### config.mk
export PLATFORM = sky130hd
export DESIGN_NAME = dcsto_top
export DESIGN_NICKNAME = d
export VERILOG_FILES = /design/src/verilog/dcsto_pkg.sv /design/src/verilog/dcsto_top.sv
export SDC_FILE = /design/constraint.sdc
export NUM_CORES = 1
export LEC_CHECK = 0
export BUFFER_PORTS_ARGS = -buffer_cell sky130_fd_sc_hd__buf_2
export CAP_MARGIN = 20
export CORE_UTILIZATION = 63
export DETAILED_ROUTE_END_ITERATION = 10
export PLACE_DENSITY = 0.8
export REMOVE_ABC_BUFFERS = 1
export SKIP_CTS_REPAIR_TIMING = 1
export SLEW_MARGIN = 20
export SYNTH_ARGS = -nofsm -noshare
export SYNTH_HDL_FRONTEND = slang
export SYNTH_SLANG_ARGS = --single-unit
### constraint.sdc
create_clock -name clk_sys -period 3.75 [get_ports clk_sys]
set_input_delay 0.9375 -clock clk_sys [delete_from_list [all_inputs] [get_ports clk_sys]]
set_output_delay 0.9375 -clock clk_sys [all_outputs]
set_load 0.02 [all_outputs]
### src/verilog/dcsto_pkg.sv
// Purpose: Shared constants and types for the dual channel torque shutdown.
// Assumes: 10 MHz system clock.
// Notes:   Times are kept in their own units; cycle counts derive from them.
package dcsto_pkg;

  // ******************************************************************
  // Timing
  // ******************************************************************
  localparam int unsigned CLK_HZ          = 10_000_000;
  localparam int unsigned PULSE_US        = 1000;
  localparam int unsigned RESPONSE_MS     = 50;
  localparam int unsigned SKEW_MS         = 1000;
  // Glitch filter: a low level must outlast the longest allowed pulse.
  localparam int unsigned PULSE_CYC       = (PULSE_US * (CLK_HZ / 1000)) / 1000;
  localparam int unsigned FILT_CYC        = PULSE_CYC + 1;
  localparam int unsigned RESPONSE_CYC    =
      (RESPONSE_MS * (CLK_HZ / 1000));
  localparam int unsigned SKEW_CYC        = SKEW_MS * (CLK_HZ / 1000);
  localparam int unsigned CNT_W           = 24;

  // ******************************************************************
  // Types
  // ******************************************************************
  typedef enum logic [3:0] {
    DCSTO_ST_LOCKED  = 4'h1,
    DCSTO_ST_RUN     = 4'h2,
    DCSTO_ST_QSTOP   = 4'h4,
    DCSTO_ST_OFF     = 4'h8
  } dcsto_state_type;

  typedef struct packed {
    logic amp_enable;
    logic brake_cmd;
    logic decel_req;
    logic fault;
    logic skew_fault;
  } dcsto_out_type;

endpackage : dcsto_pkg

### src/verilog/dcsto_top.sv
// Purpose: Two-channel safe torque removal with latched fault and restart
//          interlock, plus a fieldbus quick stop ahead of the hard cut.
// Assumes: Inputs synchronous to clk_sys; channel high means drive allowed.
// Notes:   The amplifier cuts one clock after the filter time, far below 50 ms.
//
// Contract
// - Either disable channel alone triggers shutdown.
// - One channel low removes power, raises fault.
// - No braking after shutdown; motor coasts.
// - No restart until fault explicitly reset.
// - Amplifier off under 50 ms after drop.
// - Pulses up to 1 ms are ignored.
// - No standstill monitoring; only torque removed.
// - No automatic restart after power returns.
// - Quick stop request decelerates the drive.
// - Channels drop after delay; drive coasts.
`timescale 1ns/1ns

module dcsto_top
  import dcsto_pkg::*;
#(
  parameter int unsigned FILT_CYCLES = FILT_CYC,
  parameter int unsigned SKEW_CYCLES = SKEW_CYC
) (
  input  wire logic clk_sys,
  input  wire logic rst,
  input  wire logic chan_a_ok,
  input  wire logic chan_b_ok,
  input  wire logic fault_reset,
  input  wire logic enable_req,
  input  wire logic quick_stop_req,
  output logic      amp_enable,
  output logic      brake_cmd,
  output logic      decel_req,
  output logic      fault,
  output logic      skew_fault
);

  // ******************************************************************
  // Channel filters
  // ******************************************************************
  // Each channel has its own counter so neither depends on the other.
  logic [CNT_W-1:0] low_cnt_a_q;
  logic [CNT_W-1:0] low_cnt_b_q;
  logic             trip_a;
  logic             trip_b;
  logic [CNT_W-1:0] skew_cnt_q;
  dcsto_state_type  state_q;
  dcsto_out_type    out_q;
  logic             fault_q;
  logic             skew_q;

  function automatic logic [CNT_W-1:0] bump(input logic [CNT_W-1:0] c,
                                            input logic            low);
    if (!low) begin
      bump = '0;
    end else if (c == {CNT_W{1'b1}}) begin
      bump = c;
    end else begin
      bump = c + 1'b1;
    end
  endfunction : bump

  always_ff @(posedge clk_sys or posedge rst) begin
    if (rst) begin
      low_cnt_a_q <= '0;
      low_cnt_b_q <= '0;
    end else begin
      low_cnt_a_q <= bump(low_cnt_a_q, !chan_a_ok);
      low_cnt_b_q <= bump(low_cnt_b_q, !chan_b_ok);
    end
  end

  // A trip needs a low longer than a test pulse.
  assign trip_a = low_cnt_a_q >= CNT_W'(FILT_CYCLES);
  assign trip_b = low_cnt_b_q >= CNT_W'(FILT_CYCLES);

  // ******************************************************************
  // Channel disagreement watch
  // ******************************************************************
  // Partner switching skew only informs; it never delays the cut.
  always_ff @(posedge clk_sys or posedge rst) begin
    if (rst) begin
      skew_cnt_q <= '0;
    end else begin
      skew_cnt_q <= bump(skew_cnt_q, trip_a != trip_b);
    end
  end

  // ******************************************************************
  // Fault latch
  // ******************************************************************
  // A new trip wins over a reset arriving in the same cycle.
  always_ff @(posedge clk_sys or posedge rst) begin
    if (rst) begin
      fault_q <= 1'b0;
      skew_q  <= 1'b0;
    end else begin
      if (trip_a || trip_b) begin
        fault_q <= 1'b1;
      end else if (fault_reset) begin
        fault_q <= 1'b0;
      end
      if (skew_cnt_q >= CNT_W'(SKEW_CYCLES)) begin
        skew_q <= 1'b1;
      end else if (fault_reset && !(trip_a || trip_b)) begin
        skew_q <= 1'b0;
      end
    end
  end

  // ******************************************************************
  // Operating state
  // ******************************************************************
  // Reset comes up locked: after a power loss the motor stays off until
  // the controller asks for it through enable_req.
  always_ff @(posedge clk_sys or posedge rst) begin
    if (rst) begin
      state_q <= DCSTO_ST_LOCKED;
    end else begin
      unique case (state_q)
        DCSTO_ST_LOCKED: begin
          if (trip_a || trip_b) begin
            state_q <= DCSTO_ST_OFF;
          end else if (enable_req && !fault_q && !fault_reset) begin
            state_q <= DCSTO_ST_RUN;
          end
        end
        DCSTO_ST_RUN: begin
          if (trip_a || trip_b) begin
            state_q <= DCSTO_ST_OFF;
          end else if (quick_stop_req) begin
            state_q <= DCSTO_ST_QSTOP;
          end else if (!enable_req) begin
            state_q <= DCSTO_ST_LOCKED;
          end
        end
        DCSTO_ST_QSTOP: begin
          if (trip_a || trip_b) begin
            state_q <= DCSTO_ST_OFF;
          end else if (!quick_stop_req && !enable_req) begin
            state_q <= DCSTO_ST_LOCKED;
          end
        end
        DCSTO_ST_OFF: begin
          if (!fault_q) begin
            state_q <= DCSTO_ST_LOCKED;
          end
        end
        default: begin
          state_q <= DCSTO_ST_OFF;
        end
      endcase
    end
  end

  // ******************************************************************
  // Outputs
  // ******************************************************************
  // No standstill check exists: the quick stop simply ramps while the
  // amplifier stays powered, and ends on the hard cut or in LOCKED once
  // quick_stop_req and enable_req are both low.
  always_ff @(posedge clk_sys or posedge rst) begin
    if (rst) begin
      out_q <= '0;
    end else begin
      out_q.amp_enable <= (state_q == DCSTO_ST_RUN ||
                           state_q == DCSTO_ST_QSTOP) &&
                          !trip_a && !trip_b && !fault_q;
      out_q.brake_cmd  <= 1'b0;
      out_q.decel_req  <= state_q == DCSTO_ST_QSTOP &&
                          !trip_a && !trip_b;
      out_q.fault      <= fault_q || trip_a || trip_b;
      out_q.skew_fault <= skew_q;
    end
  end

  assign amp_enable = out_q.amp_enable;
  assign brake_cmd  = out_q.brake_cmd;
  assign decel_req  = out_q.decel_req;
  assign fault      = out_q.fault;
  assign skew_fault = out_q.skew_fault;

endmodule : dcsto_top
==> results of run 1 <==
[final cells by class]
type / count / area, sq um / area share [%]
clock buffers: 10 / 127.6 / 2.515
clock inverters: 6 / 90.09 / 1.776
inverters: 18 / 68.82 / 1.356
multi-input cells: 395 / 2522 / 49.72
flip-flops and latches: 82 / 2053 / 40.47
well taps: 99 / 123.9 / 2.441
repair buffers: 15 / 87.58 / 1.726
[cells in the final DEF (no fill, tap or decap), types with 15 or more instances in the layout]
master / instances
inv_1: 17
and2_1: 19
nor3_1: 15
xor2_1: 26
nand4_1: 23
nor2_1: 51
a21oi_1: 24
nand2_1: 41
dfrtp_1: 81
xnor2_1: 18
nand3_1: 31
[cell families after synthesis]
group / after synthesis
other: 1
flip-flops: 82
AO/OA/AOI/OAI: 86
XOR/XNOR: 44
AND/OR/NAND/NOR: 246
buffers and inverters: 39
multiplexers: 9
adder cells (fa/ha/maj): 9
[sequential cells by signal, indices dropped and copies added, names as in the netlist]
signal / flops
low_cnt_b_q: 24
low_cnt_a_q: 24
amp_enable: 1
skew_q: 1
fault: 1
decel_req: 1
skew_cnt_q: 24
skew_fault: 1
state_q: 4
fault_q: 1
[synth_stat cells (5+ instances only)]
cell type,count
a31oi_1,5
and3_1,8
xnor2_1,18
clkbuf_1,15
nand3_1,31
a21oi_1,24
nor3_1,15
inv_1,18
nand4_1,23
dfrtp_1,81
a211oi_1,6
mux2i_1,8
and2_1,19
o31ai_1,5
or4_1,7
nand2_1,41
o21ai_0,13
xor2_1,26
ha_1,9
and4_1,7
a2111oi_0,6
nor4_1,14
nor2_1,51
or3_1,6
[worst max-delay path, cell delays in order, from the launching register on]
cell and delay [ns]:
dfrtp_1 0.46, ha_1 0.22, or4b_1 0.46, a2111o_1 0.42
nand4_1 0.14, and2_1 0.16, ha_1 0.20, nor2b_1 0.32
mux2i_1 0.14, a2bb2oi_1 0.19, o21ai_0 0.11, mux2_2 0.35
[per-layer routing]
| layer | vias to the layer above | wire (microns) | GRT usage (%) |
|---|---|---|---|
| li1 | 1868 | - | - |
| met1 | 1916 | 4596 | 37.12 |
| met2 | 101 | 4712 | 43.15 |
| met3 | 17 | 379 | 3.731 |
| met4 | 0 | 190 | 12.90 |
| met5 | - | 0 | 0 |
[stage by stage]
| stage | util (%) | cell area [sq um] | total power, W | hold WS, ns | instances |
|---|---|---|---|---|---|
| finish | 69.95 | 5074 | 0.001812 | 0.3842 | 625 |
| global route | 69.95 | 5074 | 0.001881 | 0.3945 | 625 |
| CTS | 69.95 | 5074 | 0.001824 | 0.3917 | 625 |
| detailed placement | 66.95 | 4856 | 0.001110 | 0.3686 | 609 |
| global placement | 66.95 | 4856 | 0.001098 | 0.3807 | 609 |
| floorplan | - | 4643 | 0.001063 | 0.3540 | 495 |
[report_power, final]
group,internal [W],leakage (nW),total [W],switching (W)
Sequential,0.000907,1.13,0.000946,0.0000388
Clock,0.000378,0.107,0.000719,0.000341
Combinational,0.0000608,0.943,0.000147,0.0000866
[how the worst max path moves through the flow]
stage               slack (ns)  cells past startpoint                     end
finish                    0.51                     11  state_q[0]$_DFFE_PP1P_
global route              0.31                     12  state_q[0]$_DFFE_PP1P_
CTS                       0.52                     11  state_q[0]$_DFFE_PP1P_
detailed placement        0.54                     11  state_q[0]$_DFFE_PP1P_
global placement          0.69                     11  state_q[0]$_DFFE_PP1P_
floorplan                 0.71                      1    amp_enable$_DFF_PP0_
==> flow_summary.json, run 1 <==
{
  "grt_pass1_vias": 3617,
  "worst_slew_pin_slew_ns": 0.9800,
  "critical_path_required_ns": 4.04,
  "worst_hold_path_type": "reg -> reg",
  "ys_ff_latch": 82,
  "clockBufferDepth": 2,
  "diodes": 0,
  "dpl_worst_slack_ns": 0.5396,
  "cts_tree": "done",
  "slew_headroom_pct": 32.98,
  "report.final.hold_viol_count": 0,
  "synth-compound-area-share_pct": 12.41,
  "synth_top_family_by_area": "simple AND/OR/NAND/NOR gates",
  "routedWlPerCell_microns": 15.81,
  "dp_hpwl_microns": 6689,
  "cts_buffers": 9,
  "nets": 537,
  "insertion_delay_ns": 0.36,
  "min_from": "skew_q$_DFFE_PP0P_",
  "cp_data_arrival_time_ns": 3.53,
  "row_count": 31,
  "via_count": 3902,
  "reg2reg_slack_ns": 0.51,
  "route.detailed.drc": 0,
  "clock_skew_ns": 0.01113,
  "synth_top_area_share_pct": 42.68,
  "antenna_found_initial": 0,
  "ys.flop_type": "dfrtp_1",
  "yosysTopAreaCell": "dfrtp_1",
  "viasPerCell": 6.243,
  "netlist_area_sq_um": 4750,
  "grt_setup_unrepaired": "no",
  "cellPowerDensity_nw_per_um2": 357.1,
  "grt_pass1_wl_microns": 16550,
  "grt_max_degree": 42,
  "drive_gt1_share_pct": 8.365,
  "synth_xor_area_share_pct": 8.114,
  "status": "finished, final reports clean",
  "worst-path-max-fanout": 6,
  "worstSetupStartpointType": "flip-flop",
  "grt_usage_pct": 27.22,
  "synth_edf_count": 0,
  "synth_mux_area_share_pct": 1.923,
  "setup_tns_ns": 0,
  "syn_inst": 516,
  "worstReg2RegEnd": "state_q[0]$_DFFE_PP1P_",
  "fp.dieH_microns": 88.83,
  "peakVddDrop_mv": 0.2615,
  "setup_viol": 0,
  "core_sq_um": 7253,
  "wl_microns": 9879,
  "detail-route-antenna-nets": 0,
  "drt_iter0_drc": 252,
  "syn_area_per_cell_sq_um": 9.205,
  "htreeDepth": 3,
  "drv_slew": 0,
  "syn_to_final_growth_pct": 6.823,
  "p_leak_nw": 2.184,
  "crit_type": "reg -> reg",
  "die-area_sq_um": 7890,
  "portBuffers": 10,
  "max_freq_mhz": 309.1,
  "root_buffer": "clkbuf_8",
  "crit_path_end_kind": "flip-flop",
  "clock_sinks": 82,
  "yosys_warnings": 0,
  "synth_cell_types": 60,
  "path_clk_slew_ns": 0.09,
  "fill_cells": 573,
  "yosys.area_share.simple_pct": 28.21,
  "seq_area_frac_synth_pct": 43.23,
  "period_share_pct": 86.27,
  "synth_area_leaders": "dfrtp_1, xor2_1, nor2_1, xnor2_1, nand3_1",
  "start_util_pct": 65.48,
  "reg2reg_depth": 11,
  "overflow": 0,
  "setup_ws_ns": 0.5147,
  "die_w_microns": 88.83,
  "whs_path_depth": 0,
  "ios": 12,
  "synthAdderAreaFrac_pct": 2.371,
  "max-cap-violations": 0,
  "async_reset_ff_share_pct": 100.0,
  "cp-startpoint": "low_cnt_a_q[0]$_DFFE_PP0P_",
  "timing.final.crit_period_ns": 3.235,
  "firstDrtPassIters": 4,
  "whs_endpoint": "skew_fault$_DFF_PP0_",
  "r2r-start": "low_cnt_a_q[0]$_DFFE_PP0P_",
  "gp_congestion": 0.8883
}
No activity file was read; power rests on OpenSTA's default activity.
==> run 2, diff against run 1 <==
- clock period: 3.75 -> 3.3 ns (I/O delays scaled with it)
==> run 2 against run 1 <==
  * Global-route usage is 0.35 points lower
  * Die area stayed put
  * Clock power is 11% lower
  * Combinational power is 22% higher
  * Routed wire length is 2.7% lower
  * Fmax is 3.0% higher
  * Critical path depth is 1 higher
  * Via count is 0.59% lower
  * Critical path type unchanged
  * Critical endpoint unchanged
==> flow_summary.json, run 2 (synthesized netlist as in run 1, its figures left out) <==
{
  "largestRegisters": "low_cnt_a_q: 24 flops, low_cnt_b_q: 24 flops, skew_cnt_q: 24 flops",
  "total_power_w": 0.001896,
  "max-cap-violations": 0,
  "detail-route-antenna-nets": 0,
  "post-route-util_pct": 69.69,
  "die_w_microns": 88.83,
  "htreeDepth": 3,
  "intPower_w": 0.001396,
  "wl_microns": 9613,
  "nets": 538,
  "slew_headroom_pct": 30.73,
  "worst-path-max-fanout": 5,
  "firstDrtPassIters": 5,
  "routedWlPerCell_microns": 15.36,
  "cts_buffers": 9,
  "period_share_pct": 95.17,
  "clock_skew_ns": 0.008115,
  "drv_slew": 0,
  "crit_type": "reg -> reg",
  "grt_usage_pct": 26.88,
  "max_freq_mhz": 318.4,
  "status": "finished, final reports clean",
  "reg2reg_slack_ns": 0.16,
  "critical_path_required_ns": 3.58,
  "row_count": 31,
  "gp_congestion": 0.8750,
  "setup_viol": 0,
  "grt_pass1_vias": 3608,
  "p_leak_nw": 2.182,
  "min_from": "skew_q$_DFFE_PP0P_",
  "overflow": 0,
  "whs_path_depth": 0,
  "seqPwrFrac_pct": 56.8,
  "drt_iter0_drc": 361,
  "crit_path_end_kind": "flip-flop",
  "clockBufferDepth": 2,
  "reg2reg_depth": 12,
  "switchingPower_w": 0.0005002,
  "cp_data_arrival_time_ns": 3.42,
  "worst_slew_pin_slew_ns": 1.013,
  "core_sq_um": 7253,
  "fp.dieH_microns": 88.83,
  "cts_tree": "done",
  "grt_pass1_wl_microns": 16360,
  "clock_sinks": 82,
  "clkPwrFrac_pct": 33.7,
  "syn_to_final_growth_pct": 6.428,
  "route.detailed.drc": 0,
  "worstReg2RegEnd": "state_q[0]$_DFFE_PP1P_",
  "insertion_delay_ns": 0.35,
  "r2r-start": "low_cnt_a_q[1]$_DFFE_PP0P_",
  "dp_hpwl_microns": 6565,
  "via_count": 3879,
  "timing.final.crit_period_ns": 3.141,
  "viasPerCell": 6.196,
  "die-area_sq_um": 7890,
  "peakVddDrop_mv": 0.3423,
  "cellPowerDensity_nw_per_um2": 375.1,
  "path_clk_slew_ns": 0.08,
  "antenna_found_initial": 0,
  "worstSetupStartpointType": "flip-flop",
  "whs_endpoint": "skew_fault$_DFF_PP0_",
  "root_buffer": "clkbuf_8",
  "p_sw_share_pct": 26.38,
  "mostFrequentLayoutCells": "dfrtp_1, nor2_1, nand2_1",
  "portBuffers": 10,
  "start_util_pct": 65.48,
  "diodes": 0,
  "worst_hold_path_type": "reg -> reg",
  "ios": 12,
  "grt_max_degree": 83,
  "pwr-share-comb_pct": 9.4,
  "final_common_cell": "dfrtp_1",
  "report.final.hold_viol_count": 0,
  "drive_gt1_share_pct": 8.729
}
[run 2: cell types whose count changed in the layout (fill, tap and decap cells not counted)]
cell and delta:
clkinvlp_4 +1, nor2b_1 -1, buf_12 +1, clkbuf_8 +1, inv_6 -1, bufinv_16 -2, nor2b_4 +1, clkinv_2 +2
clkinv_4 -1
[run 2: worst max path at each step]
stage / startpoint / end / cells past startpoint
CTS: low_cnt_a_q[0]$_DFFE_PP0P_ / state_q[0]$_DFFE_PP1P_ / 11
detailed placement: low_cnt_a_q[0]$_DFFE_PP0P_ / state_q[0]$_DFFE_PP1P_ / 11
finish: low_cnt_a_q[1]$_DFFE_PP0P_ / state_q[0]$_DFFE_PP1P_ / 12
global placement: low_cnt_a_q[0]$_DFFE_PP0P_ / state_q[0]$_DFFE_PP1P_ / 11
global route: low_cnt_a_q[0]$_DFFE_PP0P_ / state_q[0]$_DFFE_PP1P_ / 11
floorplan: low_cnt_a_q[0]$_DFFE_PP0P_ / state_q[0]$_DFFE_PP1P_ / 11
[run 2: layer usage]
metal | up-vias | track usage, % | wire length, microns
met2 | 116 | 41.19 | 4450
met3 | 16 | 5.877 | 454
met1 | 1868 | 37.70 | 4578
met4 | 0 | 9.677 | 130
met5 | - | 0 | 0
li1 | 1879 | - | -
[run 2: power groups by stage]
| stage | logic (W) | registers [W] | clock network [W] |
|---|---|---|---|
| 2_1_floorplan | 0.000123 | 0.00108 | 0 |
| 3_3_place_gp | 0.000159 | 0.00109 | 0 |
| 3_5_place_dp | 0.000172 | 0.00109 | 0 |
| 4_1_cts | 0.000174 | 0.00107 | 0.000653 |
| 5_1_grt | 0.000202 | 0.00108 | 0.000697 |
| 6_report | 0.000179 | 0.00108 | 0.000640 |
[run 2: cell type report]
type	count	area, sq um
Clock inverter	5	30.03
Tap cell	99	123.9
Sequential cell	82	2053
Inverter	18	68.82
Clock buffer	11	141.4
Multi-Input combinational cell	395	2530
Fill cell	580	2198
Timing Repair Buffer	16	107.6
[run 2: worst max-delay path: stages, from the launching register on]
cell       delay [ns]
dfrtp_1          0.40
inv_1            0.10
ha_1             0.19
or4b_1           0.48
a2111o_1         0.43
nand4_1          0.16
and2_1           0.15
ha_1             0.22
nor2b_4          0.22
mux2i_1          0.09
a2bb2oi_1        0.18
o21ai_0          0.11
mux2_2           0.35
[run 2: stage by stage]
step / hold slack [ns] / TNS, ns / cell area, sq um / setup WS [ns] / instances
after detailed placement: 0.3748 / 0 / 4876 / 0.03950 / 610
final: 0.4088 / 0 / 5055 / 0.1593 / 626
after global routing: 0.4288 / -0.01872 / 5055 / -0.01872 / 626
after global placement: 0.3912 / 0 / 4876 / 0.2248 / 610
after CTS: 0.4089 / 0 / 5047 / 0.03014 / 626
after floorplan: 0.3540 / 0 / 4643 / 0.3473 / 495
==> run 3, diff against run 2 <==
- CORE_UTILIZATION: 63 -> 50
- HOLD_SLACK_MARGIN: not set -> 0.15
- PLACE_DENSITY: 0.8 -> 0.7
==> run 3 against run 2 <==
  * Register-to-register slack better by 0.07 ns
  * Highest routed layer unchanged
  * Combinational power shrank 2%
  * Global-route usage fell by 6.3 points
  * Core utilization decreased by 14 points
  * Clock power rose by 8.3%
  * First-iteration DRC count fell by 65%
  * Sequential power about the same
  * Final area up 1.3%
  * Count of clock-buffer cells in the layout is 3 higher
  * Routed wire length decreased by 4.5%
==> flow_summary.json, run 3 (synthesized netlist as in run 1, its figures left out) <==
{
  "worst_hold_path_type": "reg -> reg",
  "grt_pass1_wl_microns": 16400,
  "period_share_pct": 93.04,
  "grt_pass1_vias": 3602,
  "detail-route-antenna-nets": 0,
  "grt_max_degree": 46,
  "clock_sinks": 82,
  "viasPerCell": 5.725,
  "min_from": "skew_q$_DFFE_PP0P_",
  "slew_headroom_pct": 35.41,
  "antenna_found_initial": 0,
  "met1Wirelength_microns": 4537,
  "drv_slew": 0,
  "portBuffers": 10,
  "report.final.hold_viol_count": 0,
  "final_common_cell": "dfrtp_1",
  "die-area_sq_um": 9893,
  "slowest_stage": "or4b_1",
  "start_util_pct": 51.40,
  "row_count": 35,
  "nets": 541,
  "wl_microns": 9177,
  "fill_cells": 820,
  "clockBufferDepth": 2,
  "grt_setup_unrepaired": "no",
  "drive_gt1_share_pct": 9.263,
  "cpMostUsedCell": "ha_1",
  "overflow": 0,
  "wl_met2_microns": 4267,
  "diodes": 0,
  "dp_hpwl_microns": 6512,
  "setup_tns_ns": 0,
  "route.detailed.drc": 0,
  "syn_to_final_growth_pct": 7.850,
  "crit_chain": "ha_1 -> or4b_1 -> a2111o_1 -> nand4_1 -> and2_1 -> ha_1 -> nor2b_4 -> mux2i_1 -> a2bb2oi_1 -> o21ai_0 -> mux2_2",
  "die_w_microns": 99.47,
  "reg2reg_depth": 11,
  "largestRegisters": "low_cnt_a_q: 24 flops, low_cnt_b_q: 24 flops, skew_cnt_q: 24 flops",
  "wl_met3_microns": 264,
  "worstSetupStartpointType": "flip-flop",
  "routedWlPerCell_microns": 13.95,
  "crit_type": "reg -> reg",
  "fp.dieH_microns": 99.47,
  "r2r-start": "low_cnt_a_q[0]$_DFFE_PP0P_",
  "cp_data_arrival_time_ns": 3.34,
  "timing.final.crit_period_ns": 3.070,
  "whs_endpoint": "skew_fault$_DFF_PP0_",
  "reg2reg_slack_ns": 0.23,
  "max-cap-violations": 0,
  "p_leak_nw": 2.201,
  "path_clk_slew_ns": 0.09,
  "status": "finished, final reports clean",
  "worst-path-max-fanout": 6,
  "mostFrequentLayoutCells": "dfrtp_1, nor2_1, nand2_1",
  "maxUsedRoutingLayer": "met4",
  "peakVddDrop_mv": 0.1848,
  "max_freq_mhz": 325.7,
  "worstReg2RegEnd": "state_q[0]$_DFFE_PP1P_",
  "ios": 12,
  "firstDrtPassIters": 4,
  "htreeDepth": 3,
  "core_sq_um": 9240,
  "critical_path_required_ns": 3.57,
  "gp_congestion": 0.8080,
  "cts_buffers": 9,
  "place_area_sq_um": 4923,
  "drt_iter0_drc": 127,
  "insertion_delay_ns": 0.34,
  "final_cell_area_sq_um": 5122,
  "cts_tree": "done",
  "setup_viol": 0,
  "clock_skew_ns": 0.01296,
  "whs_path_depth": 0,
  "cpPeakStageDelay_ns": 0.47,
  "cellPowerDensity_nw_per_um2": 379.9,
  "root_buffer": "clkbuf_8",
  "grt_usage_pct": 20.53,
  "worst_slew_pin_slew_ns": 0.9444,
  "crit_path_end_kind": "flip-flop",
  "via_count": 3767
}
[run 3: power by group]
| group | switching (W) | internal [W] |
|---|---|---|
| logic | 0.0000938 | 0.0000813 |
| clock network | 0.000341 | 0.000353 |
| registers | 0.0000465 | 0.00103 |
[run 3: stage by stage]
stage / instances / util (%) / setup WS [ns] / hold WS [ns] / total power, W
2_1_floorplan: 495 / - / 0.3473 / 0.3540 / 0.001208
3_3_place_gp: 643 / 53.28 / 0.2910 / 0.3637 / 0.001259
3_5_place_dp: 643 / 53.28 / 0.1507 / 0.3697 / 0.001267
4_1_cts: 658 / 55.34 / 0.1221 / 0.3868 / 0.001964
5_1_grt: 658 / 55.44 / 0.008529 / 0.4172 / 0.002042
6_report: 658 / 55.44 / 0.2298 / 0.3865 / 0.001946
[run 3: how the worst max path moves through the flow]
stage | start | to | slack (ns) | depth (start not counted)
finish | low_cnt_a_q[0]$_DFFE_PP0P_ | state_q[0]$_DFFE_PP1P_ | 0.23 | 11
floorplan | low_cnt_a_q[0]$_DFFE_PP0P_ | state_q[0]$_DFFE_PP1P_ | 0.35 | 11
global route | low_cnt_a_q[1]$_DFFE_PP0P_ | state_q[0]$_DFFE_PP1P_ | 0.009 | 12
detailed placement | low_cnt_a_q[0]$_DFFE_PP0P_ | state_q[0]$_DFFE_PP1P_ | 0.15 | 11
global placement | low_cnt_a_q[0]$_DFFE_PP0P_ | state_q[0]$_DFFE_PP1P_ | 0.29 | 11
CTS | low_cnt_a_q[0]$_DFFE_PP0P_ | state_q[0]$_DFFE_PP1P_ | 0.12 | 11
[run 3: area by class of cell]
type	instances	area [sq um]	area share, %
well taps	129	161.4	3.151
inverters	18	68.82	1.343
multi-input cells	395	2530	49.39
clock inverters	1	7.507	0.1466
flip-flops and latches	82	2054	40.11
repair buffers	19	117.6	2.296
clock buffers	14	182.7	3.566
[run 3: routing by layer]
metal	track usage [%]	vias up
li1	-	1889
met1	27.74	1815
met2	33.49	52
met3	4.006	11
met4	6.222	0
met5	0	-
[run 3: worst max-delay path, delay by kind of cell, from the launching register on]
kind	cells	cell delay, ns
simple gates	4	0.98
compound gates	3	0.72
mux	2	0.43
fa+ha+maj	2	0.41
flops	1	0.46
